**src/inc/cti_pkg.sv**
```systemverilog
// Purpose: shared constants and types for the transmit-port interrupt logic
// Assumes: 8-bit register interface, one register clock
// Notes: offsets are byte addresses of the register interface
package cti_pkg;
   localparam logic [7:0] CTI_ADDR_PORT_SEL = 8'h32;
   localparam logic [7:0] CTI_ADDR_LIVE_STS = 8'h35;
   localparam logic [7:0] CTI_ADDR_IRQ_EN = 8'h36;
   localparam logic [7:0] CTI_ADDR_IRQ_ST = 8'h37;
   localparam logic [7:0] CTI_RST_VAL = 8'h00;
   localparam logic [7:0] CTI_ZERO8 = 8'h00;
   // writable / meaningful bits 4:0 of enable and status
   localparam logic [7:0] CTI_FIELD_MASK = 8'h1F;
   // bit positions shared by enable and status
   localparam int CTI_B_FWD_IRQ = 4;
   localparam int CTI_B_SYNC_FAULT = 3;
   localparam int CTI_B_SYNCED = 2;
   localparam int CTI_B_PASS_DROP = 1;
   localparam int CTI_B_PASS = 0;
   // live status layout
   localparam int CTI_B_LIVE_PORT = 4;
   localparam int CTI_B_LIVE_SYNC = 1;
   localparam int CTI_B_LIVE_PASS = 0;

   // per transmit port control and event inputs
   typedef struct packed {
      logic sync_en;    // stream synchronization enabled in forwarding control
      logic sync_ok;    // raw synchronizer lock from the forwarding engine
      logic sync_err;   // one-cycle synchronization error event
      logic pass_all;   // all-ports pass mode
   } cti_tx_cfg_t;

   // register access request
   typedef struct packed {
      logic wr;
      logic rd;
      logic [7:0] addr;
      logic [7:0] wdata;
   } cti_req_t;
endpackage

```
**src/cti_port_slice.sv**
```systemverilog
// Purpose: enable and latched status for one transmit port
// Assumes: event inputs come from logic on sys_clk
// Notes: status read-clear and events may coincide; the event wins
module cti_port_slice
   import cti_pkg::*;
(
   // clock and reset
   input wire logic sys_clk,
   input wire logic rst_n,
   // register side
   input wire logic en_wr,
   input wire logic [7:0] wdata,
   input wire logic st_rd_clr,
   // events and live levels
   input wire logic fwd_irq,
   input wire logic live_sync,
   input wire logic live_pass,
   input wire logic sync_fault_ev,
   input wire logic pass_drop_ev,
   // results
   output logic [7:0] en_q,
   output logic [7:0] st,
   output logic irq
);
   logic [7:0] en_d;
   logic [3:0] lat_q, lat_d;
   logic sync_prev_q, sync_prev_d;
   logic pass_prev_q, pass_prev_d;
   logic [3:0] set_v;

   // next state: sticky bits, set beats the clearing read
   always_comb begin
      en_d = en_q;
      if (en_wr) begin
         en_d = wdata & CTI_FIELD_MASK;
      end
      set_v = '0;
      set_v[CTI_B_SYNC_FAULT] = sync_fault_ev;
      set_v[CTI_B_SYNCED] = live_sync & ~sync_prev_q;
      set_v[CTI_B_PASS_DROP] = pass_drop_ev;
      set_v[CTI_B_PASS] = live_pass & ~pass_prev_q;
      lat_d = (st_rd_clr ? 4'h0 : lat_q) | set_v;
      sync_prev_d = live_sync;
      pass_prev_d = live_pass;
   end

   always_ff @(posedge sys_clk or negedge rst_n) begin
      if (!rst_n) begin
         en_q <= CTI_RST_VAL;
         lat_q <= 4'h0;
         sync_prev_q <= 1'b0;
         pass_prev_q <= 1'b0;
      end else begin
         en_q <= en_d;
         lat_q <= lat_d;
         sync_prev_q <= sync_prev_d;
         pass_prev_q <= pass_prev_d;
      end
   end

   // bit 4 is live: cleared only at the receive port, reserved bits zero
   assign st = {3'b000, fwd_irq, lat_q};
   // combined request; each bit gated by its own enable
   assign irq = |(st & en_q);

   property p_synced_latch;
      @(posedge sys_clk) disable iff (!rst_n) $rose(live_sync) |=> st[CTI_B_SYNCED];
   endproperty
   a_synced_latch: assert property (p_synced_latch) else $error("synced edge not latched");

   property p_pass_latch;
      @(posedge sys_clk) disable iff (!rst_n) $rose(live_pass) |=> st[CTI_B_PASS];
   endproperty
   a_pass_latch: assert property (p_pass_latch) else $error("pass edge not latched");

   property p_fault_latch;
      @(posedge sys_clk) disable iff (!rst_n) sync_fault_ev |=> st[CTI_B_SYNC_FAULT];
   endproperty
   a_fault_latch: assert property (p_fault_latch) else $error("sync fault lost");

   property p_drop_latch;
      @(posedge sys_clk) disable iff (!rst_n) pass_drop_ev |=> st[CTI_B_PASS_DROP] [*1];
   endproperty
   a_drop_latch: assert property (p_drop_latch) else $error("pass drop lost");

   property p_fault_clear;
      @(posedge sys_clk) disable iff (!rst_n)
         (st_rd_clr && !sync_fault_ev) |=> !st[CTI_B_SYNC_FAULT];
   endproperty
   a_fault_clear: assert property (p_fault_clear) else $error("fault not cleared by read");

   property p_fault_hold;
      @(posedge sys_clk) disable iff (!rst_n)
         (st[CTI_B_SYNC_FAULT] && !st_rd_clr) |=> st[CTI_B_SYNC_FAULT];
   endproperty
   a_fault_hold: assert property (p_fault_hold) else $error("fault dropped without read");

   property p_irq_level;
      @(posedge sys_clk) disable iff (!rst_n)
         (en_q[CTI_B_FWD_IRQ] && fwd_irq) |-> irq;
   endproperty
   a_irq_level: assert property (p_irq_level) else $error("forwarded irq not raised");
endmodule

```
**src/cti_tx_irq.sv**
```systemverilog
// Purpose: interrupt logic of all CSI-2 transmit ports behind the register interface
// Assumes: request and event inputs are synchronous to sys_clk
// Notes: read data is registered and valid one cycle after the read strobe
module cti_tx_irq
   import cti_pkg::*;
#(
   parameter int N_TX = 2,
   parameter int N_RX = 4
)
(
   // clock and reset
   input wire logic sys_clk,
   input wire logic rst_n,
   // register access
   input wire cti_req_t req,
   output logic [7:0] rdata_q,
   output logic rvalid_q,
   // receive-port inputs
   input wire logic [N_RX-1:0] rx_enabled,
   input wire logic [N_RX-1:0] rx_valid,
   input wire logic [N_RX-1:0] rx_irq,
   input wire logic [N_TX-1:0][N_RX-1:0] rx_fwd_map,
   // transmit-port inputs
   input wire cti_tx_cfg_t [N_TX-1:0] tx_cfg,
   // interrupt request and live pass / sync outputs
   output logic [N_TX-1:0] tx_irq,
   output logic [N_TX-1:0] tx_pass,
   output logic [N_TX-1:0] tx_sync
);
   localparam int SEL_W = (N_TX > 1) ? $clog2(N_TX) : 1;

   logic [SEL_W-1:0] sel_q, sel_d;
   logic [7:0] rdata_d;
   logic rvalid_d;
   logic [N_RX-1:0] valid_prev_q, valid_prev_d;
   logic [N_TX-1:0][7:0] en_arr;
   logic [N_TX-1:0][7:0] st_arr;
   logic [N_TX-1:0] en_wr;
   logic [N_TX-1:0] st_clr;
   logic [N_TX-1:0] drop_ev;
   logic [N_TX-1:0] fwd_irq;

   // pass over the enabled forwarded receive ports
   function automatic logic pass_of(input logic [N_RX-1:0] valid,
                                    input logic [N_RX-1:0] mask,
                                    input logic all_mode);
      logic r;
      if (all_mode) begin
         r = (|mask) && (&(valid | ~mask));
      end else begin
         r = |(valid & mask);
      end
      return r;
   endfunction

   // per-port derived levels and events
   always_comb begin
      for (int t = 0; t < N_TX; t++) begin
         tx_pass[t] = pass_of(rx_valid, rx_enabled & rx_fwd_map[t], tx_cfg[t].pass_all);
         tx_sync[t] = tx_cfg[t].sync_en & tx_cfg[t].sync_ok;
         drop_ev[t] = |(valid_prev_q & ~rx_valid & rx_fwd_map[t]);
         fwd_irq[t] = |(rx_irq & rx_fwd_map[t]);
         en_wr[t] = req.wr && (req.addr == CTI_ADDR_IRQ_EN) && (sel_q == SEL_W'(t));
         st_clr[t] = req.rd && (req.addr == CTI_ADDR_IRQ_ST) && (sel_q == SEL_W'(t));
      end
   end

   generate
      for (genvar g = 0; g < N_TX; g++) begin : g_port
         cti_port_slice u_slice (
            .sys_clk(sys_clk),
            .rst_n(rst_n),
            .en_wr(en_wr[g]),
            .wdata(req.wdata),
            .st_rd_clr(st_clr[g]),
            .fwd_irq(fwd_irq[g]),
            .live_sync(tx_sync[g]),
            .live_pass(tx_pass[g]),
            .sync_fault_ev(tx_cfg[g].sync_err),
            .pass_drop_ev(drop_ev[g]),
            .en_q(en_arr[g]),
            .st(st_arr[g]),
            .irq(tx_irq[g])
         );
      end
   endgenerate

   // register decode; unmapped addresses read zero and ignore writes
   always_comb begin
      sel_d = sel_q;
      if (req.wr && (req.addr == CTI_ADDR_PORT_SEL)) begin
         sel_d = req.wdata[SEL_W-1:0];
      end
      rdata_d = rdata_q;
      rvalid_d = req.rd;
      if (req.rd) begin
         rdata_d = CTI_ZERO8;
         unique case (req.addr)
            CTI_ADDR_PORT_SEL: rdata_d[SEL_W-1:0] = sel_q;
            CTI_ADDR_LIVE_STS: begin
               rdata_d[CTI_B_LIVE_PORT] = sel_q[0];
               rdata_d[CTI_B_LIVE_SYNC] = tx_sync[sel_q];
               rdata_d[CTI_B_LIVE_PASS] = tx_pass[sel_q];
            end
            CTI_ADDR_IRQ_EN: rdata_d = en_arr[sel_q];
            CTI_ADDR_IRQ_ST: rdata_d = st_arr[sel_q];
            default: rdata_d = CTI_ZERO8;
         endcase
      end
      valid_prev_d = rx_valid;
   end

   // a select beyond the last port would alias; software must keep it in range
   always_ff @(posedge sys_clk or negedge rst_n) begin
      if (!rst_n) begin
         sel_q <= '0;
         rdata_q <= CTI_RST_VAL;
         rvalid_q <= 1'b0;
         valid_prev_q <= '0;
      end else begin
         sel_q <= sel_d;
         rdata_q <= rdata_d;
         rvalid_q <= rvalid_d;
         valid_prev_q <= valid_prev_d;
      end
   end

   property p_st_read;
      @(posedge sys_clk) disable iff (!rst_n)
         (req.rd && req.addr == CTI_ADDR_IRQ_ST) |=> (rvalid_q && rdata_q == $past(st_arr[sel_q]));
   endproperty
   a_st_read: assert property (p_st_read) else $error("status read data wrong");

   property p_en_write;
      @(posedge sys_clk) disable iff (!rst_n)
         (req.wr && req.addr == CTI_ADDR_IRQ_EN) |=> en_arr[$past(sel_q)] == ($past(req.wdata) & CTI_FIELD_MASK);
   endproperty
   a_en_write: assert property (p_en_write) else $error("enable write not stored");

   property p_reserved_zero;
      @(posedge sys_clk) disable iff (!rst_n)
         (req.rd && req.addr == CTI_ADDR_IRQ_ST) |=> rdata_q[7:5] == 3'b000;
   endproperty
   a_reserved_zero: assert property (p_reserved_zero) else $error("reserved status bits set");

   property p_no_sync_when_off;
      @(posedge sys_clk) disable iff (!rst_n)
         (!tx_cfg[0].sync_en && $past(!tx_cfg[0].sync_en)) |=> !$rose(st_arr[0][CTI_B_SYNCED]);
   endproperty
   a_no_sync_when_off: assert property (p_no_sync_when_off) else $error("synced event while off");
endmodule

```
**config.mk**
```make
export PLATFORM = sky130hd
export DESIGN_NAME = cti_tx_irq
export DESIGN_NICKNAME = d
export VERILOG_FILES = /design/src/inc/cti_pkg.sv /design/src/cti_port_slice.sv /design/src/cti_tx_irq.sv
export SDC_FILE = /design/constraint.sdc
export NUM_CORES = 1
export LEC_CHECK = 0
export BUFFER_PORTS_ARGS = -buffer_cell sky130_fd_sc_hd__buf_4
export CORE_UTILIZATION = 40
export CTS_CLUSTER_DIAMETER = 40
export DETAILED_ROUTE_END_ITERATION = 8
export PLACE_DENSITY_LB_ADDON = 0.12
export SYNTH_ARGS = -nofsm -noshare
export SYNTH_HDL_FRONTEND = slang
export SYNTH_HIERARCHICAL = 1
export SYNTH_SLANG_ARGS = --single-unit
```
**constraint.sdc**
```tcl
create_clock -name sys_clk -period 2.65 [get_ports sys_clk]
set_clock_uncertainty 0.1 [all_clocks]
set_input_delay 0.1325 -clock sys_clk [delete_from_list [all_inputs] [get_ports sys_clk]]
set_output_delay 0.1325 -clock sys_clk [all_outputs]
set_load 0.01 [all_outputs]
```
======== After elaboration in Yosys (flattened, before gate mapping) ========
Cells that the tools add are included.
operators by class
  $add $sub $neg .......................... 0
  multipliers ............................. 0
  div/mod/pow operators ................... 0
  order comparisons ....................... 1
  eq/ne operators ......................... 4
  shift operators ......................... 0
  muxes and demuxes ....................... 17
  bitwise gates (word level) .............. 29
  reduce and logical (&&, ||, !) cells .... 21
operator list
  operator                                                               number
  4-bit AND                                                              9
  8-bit by 6-bit == test with 1-bit output (second input constant)       4
  4-bit OR reduction                                                     8
  8-bit 2-to-1 mux                                                       2
  4-bit bitwise OR                                                       4
  8-bit OR reduction                                                     2
  4-bit NOT                                                              3
  5-bit AND                                                              2
  5-bit 2-to-1 mux                                                       2
  1-bit logical AND                                                      9
  4-bit 2-to-1 mux                                                       2
  4-bit AND reduction                                                    2
  1-bit AND                                                              6
  1-bit 2-to-1 mux                                                       6
  1-bit case mux with 3 select lines                                     2
  3-bit case mux with 2 select lines                                     1
  1-bit NOT                                                              5
  1-bit case mux with 4 select lines                                     1
  2-bit case mux with 2 select lines                                     1
  1-bit by 2-bit < comparator with 1-bit output (second input constant)  1
storage, ports and cells
  bits in registers ....................... 36
  latch bits .............................. 0
  bits in writable memories ............... 0
  memory bits (read-only) ................. 0
  bits of input ports ..................... 48
  output and inout bits ................... 15
  memories kept ........................... 0

======== Depth between registers and ports, before layout ========
  depth after elaboration ................. 9
  depth in mapped cells ................... 7
  gate-level depth less buffers ........... 6

======== Hierarchy ========
Netlist, hierarchy kept.
modules (own cells, without submodules)
  module          instances  cells each  area each (um^2)  seq. area each (um^2)
  cti_tx_irq      1          128         1108.6            350.3
  cti_port_slice  2          34          452.9             275.3

======== Worst setup path after synthesis ========
No wires, ideal clock.
  path type ............................... flip-flop to flip-flop
  start point ............................. reg sel_q
  end point ............................... reg g_port[0].u_slice.en_q[0]
  arrival ................................. 1.656 ns
  required time ........................... 2.423 ns
  setup slack ............................. 0.767 ns
  cell stages (with the launch flop) ...... 5
  path buffers ............................ 2
  clock period less this slack ............ 1.883 ns
  cells stage by stage .................... dfrtp_1 -> clkbuf_1 -> clkbuf_1 -> nor3b_1 -> mux2_1
between the ends
  word-level cells in the longest chain between the ends .. 2
RTL lines
  what                      line                  text
  start: declaration        cti_tx_irq.sv:32      logic [SEL_W-1:0] sel_q, sel_d;
  start signal: assignment  cti_tx_irq.sv:121     sel_q <= sel_d;
  1-bit NOT                 cti_tx_irq.sv:63      en_wr[t] = req.wr && (req.addr == CTI_ADDR_IRQ_EN) && (sel_q == SEL_W'(t));
  1-bit logical AND         cti_tx_irq.sv:63
  via en_wr[0]              cti_tx_irq.sv:38      logic [N_TX-1:0] en_wr;
  end signal: assignment    cti_port_slice.sv:54  en_q <= en_d;
  end: declaration          cti_port_slice.sv:21  output logic [7:0] en_q,
The timed path passes the listed nets, and every way through them passes these cells.
A chain may end at the register's enable or synchronous reset.

======== Worst setup path after layout ========
  start point ............................. in req[16] (netlist bit)
  end point ............................... reg g_port[0].u_slice.lat_q[0]
between the ends
  word-level cells in the longest chain between the ends .. 4
RTL lines
  what                            line                  text
  start: declaration              cti_tx_irq.sv:15      input wire cti_req_t req,
  1-bit logical AND (2 in a row)  cti_tx_irq.sv:64      st_clr[t] = req.rd && (req.addr == CTI_ADDR_IRQ_ST) && (sel_q == SEL_W'(t));
  via st_clr[0]                   cti_tx_irq.sv:39      logic [N_TX-1:0] st_clr;
  4-bit 2-to-1 mux                cti_port_slice.sv:42  lat_d = (st_rd_clr ? 4'h0 : lat_q) | set_v;
  4-bit bitwise OR                cti_port_slice.sv:42
  via g_port[0].u_slice.lat_d[0]  cti_port_slice.sv:26  logic [3:0] lat_q, lat_d;
  end signal: assignment          cti_port_slice.sv:55  lat_q <= lat_d;
  end: declaration                cti_port_slice.sv:26
The timed path passes the listed nets, and every way through them passes these cells.

==> results.rst <==
.. list-table::
   :header-rows: 1

   * - Metric
     - Value
   * - Result of the run
     - finished, final reports clean
   * - Worst hold start
     - tx_cfg[4]
   * - Detailed Route Iter0 Violations
     - 79
   * - Number of vias in the routed layout
     - 1735
   * - Row Count
     - 25
   * - Worst setup slack for register-to-register paths
     - 1.01 ns
   * - Area leader, netlist
     - dfrtp_1
   * - Worst slack on hold paths
     - 0.0274 ns
   * - Share of power burned in combinational logic
     - 17.4%
   * - Critical Setup Path Class
     - primary input to flip-flop
   * - Final number of max-transition violations
     - 0
   * - Wirelength per Cell
     - 14.4 µm
   * - Routability-driven placement congestion ratio
     - 0.842
   * - Starting Density
     - 42.1%
   * - Number of global-route vias before repair
     - 1617
   * - HPWL after detailed placement
     - 3700 µm
   * - Layout Area Growth over Synthesis
     - 33.8%
   * - Number of buffers added by the clock tree synthesis step
     - 5
   * - Beginning of the worst register-to-register path
     - sel_q$_DFFE_PN0P_
   * - Power per cell area
     - 427 mW/mm²
   * - Maximum ir drop on the vdd rail
     - 0.353 mV
   * - Top cell type's share of synthesized area
     - 44.7%
   * - Yosys warning count
     - 6
   * - Final critical-path required period
     - 2.06 ns
   * - Post-layout net count
     - 317
   * - Final setup TNS
     - 0 ns
   * - Clock net sink count
     - 36
   * - Maximum clock path buffer count
     - 2
   * - Standard cell core area
     - 0.00479 mm²
   * - Ranking of synthesized cells by area
     - dfrtp_1, mux2_1, buf_4
   * - Internal power consumption
     - 851 µW
   * - RSZ-0062 raised after global routing
     - no
   * - Total setup violations reported at the end of the flow
     - 0
   * - Gate count after technology mapping
     - 196
   * - Wire length of the first global-routing pass
     - 7850 µm
   * - Logic depth of the worst register-to-register path
     - 4
   * - Pwr Total
     - 1150 µW
   * - Clk pwr share
     - 33.1%
   * - Count of input and output buffers
     - 59
   * - Cell with the most instances after synthesis
     - dfrtp_1
   * - Largest net degree at the start of global routing
     - 37
   * - Via density
     - 5.15
   * - Lkg Pwr
     - 0.00125 µW
   * - Number of top-level pins
     - 63
   * - Share of layout cells above drive strength 1
     - 28.5%
   * - Total overflow reported by the global router
     - 0
   * - Clock latency on the worst-skew pair
     - 0.28 ns
   * - MaxCap Viol Count
     - 0
   * - Final hold viol count
     - 0
   * - Die Y
     - 73.0 µm
   * - Tot GR Track Use
     - 19.9%
   * - Library cells used by synthesis
     - 42
   * - Detail Route Antenna Nets
     - 0
   * - Part of the power in registers
     - 49.6%
   * - Die outline width
     - 73.0 µm
   * - Worst reg2reg path endpoint
     - g_port[0].u_slice/lat_q[0]$_DFF_PN0_
   * - Critical Path RT
     - 2.73 ns
   * - Number of antenna violations at the first check in global routing
     - 0
   * - Capture endpoint of the worst hold path
     - g_port[1].u_slice/pass_prev_q$_DFF_PN0_
   * - Crit path DAT
     - 2.14 ns
   * - Commonest cells post-synth
     - dfrtp_1, nand2_1, buf_4, mux2_1, a22oi_1
   * - CTS tree
     - built
   * - DRC viols
     - 0
   * - Switching power total
     - 299 µW
   * - Type of origin of the critical path
     - primary input
   * - Highest net fanout along the worst path
     - 9
   * - Cell count of the worst hold path
     - 2
   * - Mean instance size in the synthesized netlist
     - 10.3 µm²
   * - Setup Buffers After CTS
     - 0
   * - Number of antenna diodes
     - 0
   * - Fraction of power spent switching nets
     - 26.0%
   * - Achievable Freq
     - 0.485 GHz
   * - Commonest register cell after synthesis
     - dfrtp_1
   * - Die outline area
     - 0.00532 mm²
   * - Drt total wl
     - 4840 µm
   * - Clock-pin slew of the registers on the worst-case setup and hold paths
     - 0.07 ns
   * - Number of enable-type register cells in the synthesized netlist
     - 0
   * - Post-Syn Area
     - 0.00201 mm²
   * - Ys async rst share
     - 100%
   * - Fraction of the cycle the final worst path needs
     - 77.8%
   * - Worst min-delay path category
     - primary input to flip-flop
   * - Post-synthesis sequential area ratio
     - 44.7%
   * - Sort of element at the end of the critical path
     - flip-flop
   * - Clk root buf
     - clkbuf_8
   * - H-tree depth
     - 2
   * - Number of flip-flops and latches in the synthesized netlist
     - 36
   * - Detailed-router iteration count before antenna repair
     - 4
[area by class of cell]
cell class,count,area [µm²]
multi-input cells,143,995
clock buffers,5,68.8
repair buffers,75,598
clock inverters,3,18.8
inverters,8,30.0
flip-flops and latches,36,901
fillers,458,2090
well taps,67,83.8
[what timing repair did]
action | 4_1_cts | 5_1_grt
endpoints found under the hold margin | 55 | 0
hold buffers | 14 | 0
gates resized for setup | 0 | 0
[placed cells by master, fill, tap and decap left out, types with 3 or more instances in the layout]
master / count
nand2_1: 19
buf_4: 61
a21o_1: 5
o211ai_1: 6
nor2_1: 5
dlygate4sd3_1: 14
nand3b_1: 3
a21oi_1: 8
mux2_1: 13
conb_1: 12
dfrtp_1: 36
nor2b_1: 6
a22oi_1: 11
inv_1: 5
inv_2: 3
a22o_1: 6
and2_1: 3
mux2i_1: 6
clkbuf_8: 5
nand3_1: 8
and3_1: 6
[worst max-delay path, stage by stage]
cell	delay, ns
dlygate4sd3_1	0.53
buf_4	0.14
inv_2	0.09
or3_4	0.42
nor4b_4	0.48
inv_2	0.12
a22o_1	0.22
[power groups by stage]
stage | clock, µW | combinational [µW] | sequential [µW]
2_1_floorplan | 0 | 93.6 | 579
3_3_place_gp | 0 | 183 | 580
3_5_place_dp | 0 | 184 | 580
4_1_cts | 397 | 200 | 570
5_1_grt | 416 | 220 | 571
6_report | 380 | 200 | 570
[stage by stage]
stage / std cells / worst slack [ns] / area (µm²) / utilization [%]
2_1_floorplan: 206 / 0.767 / 2050 / -
3_3_place_gp: 315 / 0.699 / 2470 / 51.6
3_5_place_dp: 315 / 0.682 / 2470 / 51.6
4_1_cts: 337 / 0.588 / 2700 / 56.3
5_1_grt: 337 / 0.491 / 2700 / 56.3
6_report: 337 / 0.587 / 2700 / 56.3
[logic make-up after synthesis]
kind of cell,after synthesis,share of synthesized area (%)
AOI/OAI and AO/OA,51,18.6
DFF,36,44.7
other,2,0.373
muxes,20,10.8
and+or+nand+nor,60,17.8
buffers and inverters,27,7.76
[sequential cells by signal, summed over array words and instances (netlist names)]
signal / cells
g_port.u_slice/en_q: 10
g_port.u_slice/lat_q: 8
rdata_q: 8
valid_prev_q: 4
g_port.u_slice/pass_prev_q: 2
g_port.u_slice/sync_prev_q: 2
rvalid_q: 1
sel_q: 1
[per-layer routing]
| metal | part of all wire, % | global-route usage, % | up-vias |
|---|---|---|---|
| li1 | - | - | 850 |
| met1 | 45 | 27.1 | 818 |
| met2 | 50 | 32.7 | 62 |
| met3 | 4.7 | 4.28 | 5 |
| met4 | 0.66 | 4.58 | 0 |
| met5 | 0 | 0 | - |
[how the worst max path moves through the flow]
stage                      startpoint                               endpoint  slack [ns]  cells past startpoint
floorplan           sel_q$_DFFE_PN0P_  g_port[0].u_slice/en_q[0]$_DFFE_PN0P_        0.77                      4
global placement              req[15]   g_port[0].u_slice/lat_q[2]$_DFF_PN0_        0.70                      6
detailed placement            req[15]   g_port[0].u_slice/lat_q[0]$_DFF_PN0_        0.68                      6
CTS                           req[16]   g_port[0].u_slice/lat_q[0]$_DFF_PN0_        0.59                      7
global route                  req[16]   g_port[0].u_slice/lat_q[2]$_DFF_PN0_        0.49                      7
finish                        req[16]   g_port[0].u_slice/lat_q[0]$_DFF_PN0_        0.59                      7
No activity file was read; power rests on OpenSTA's default activity.
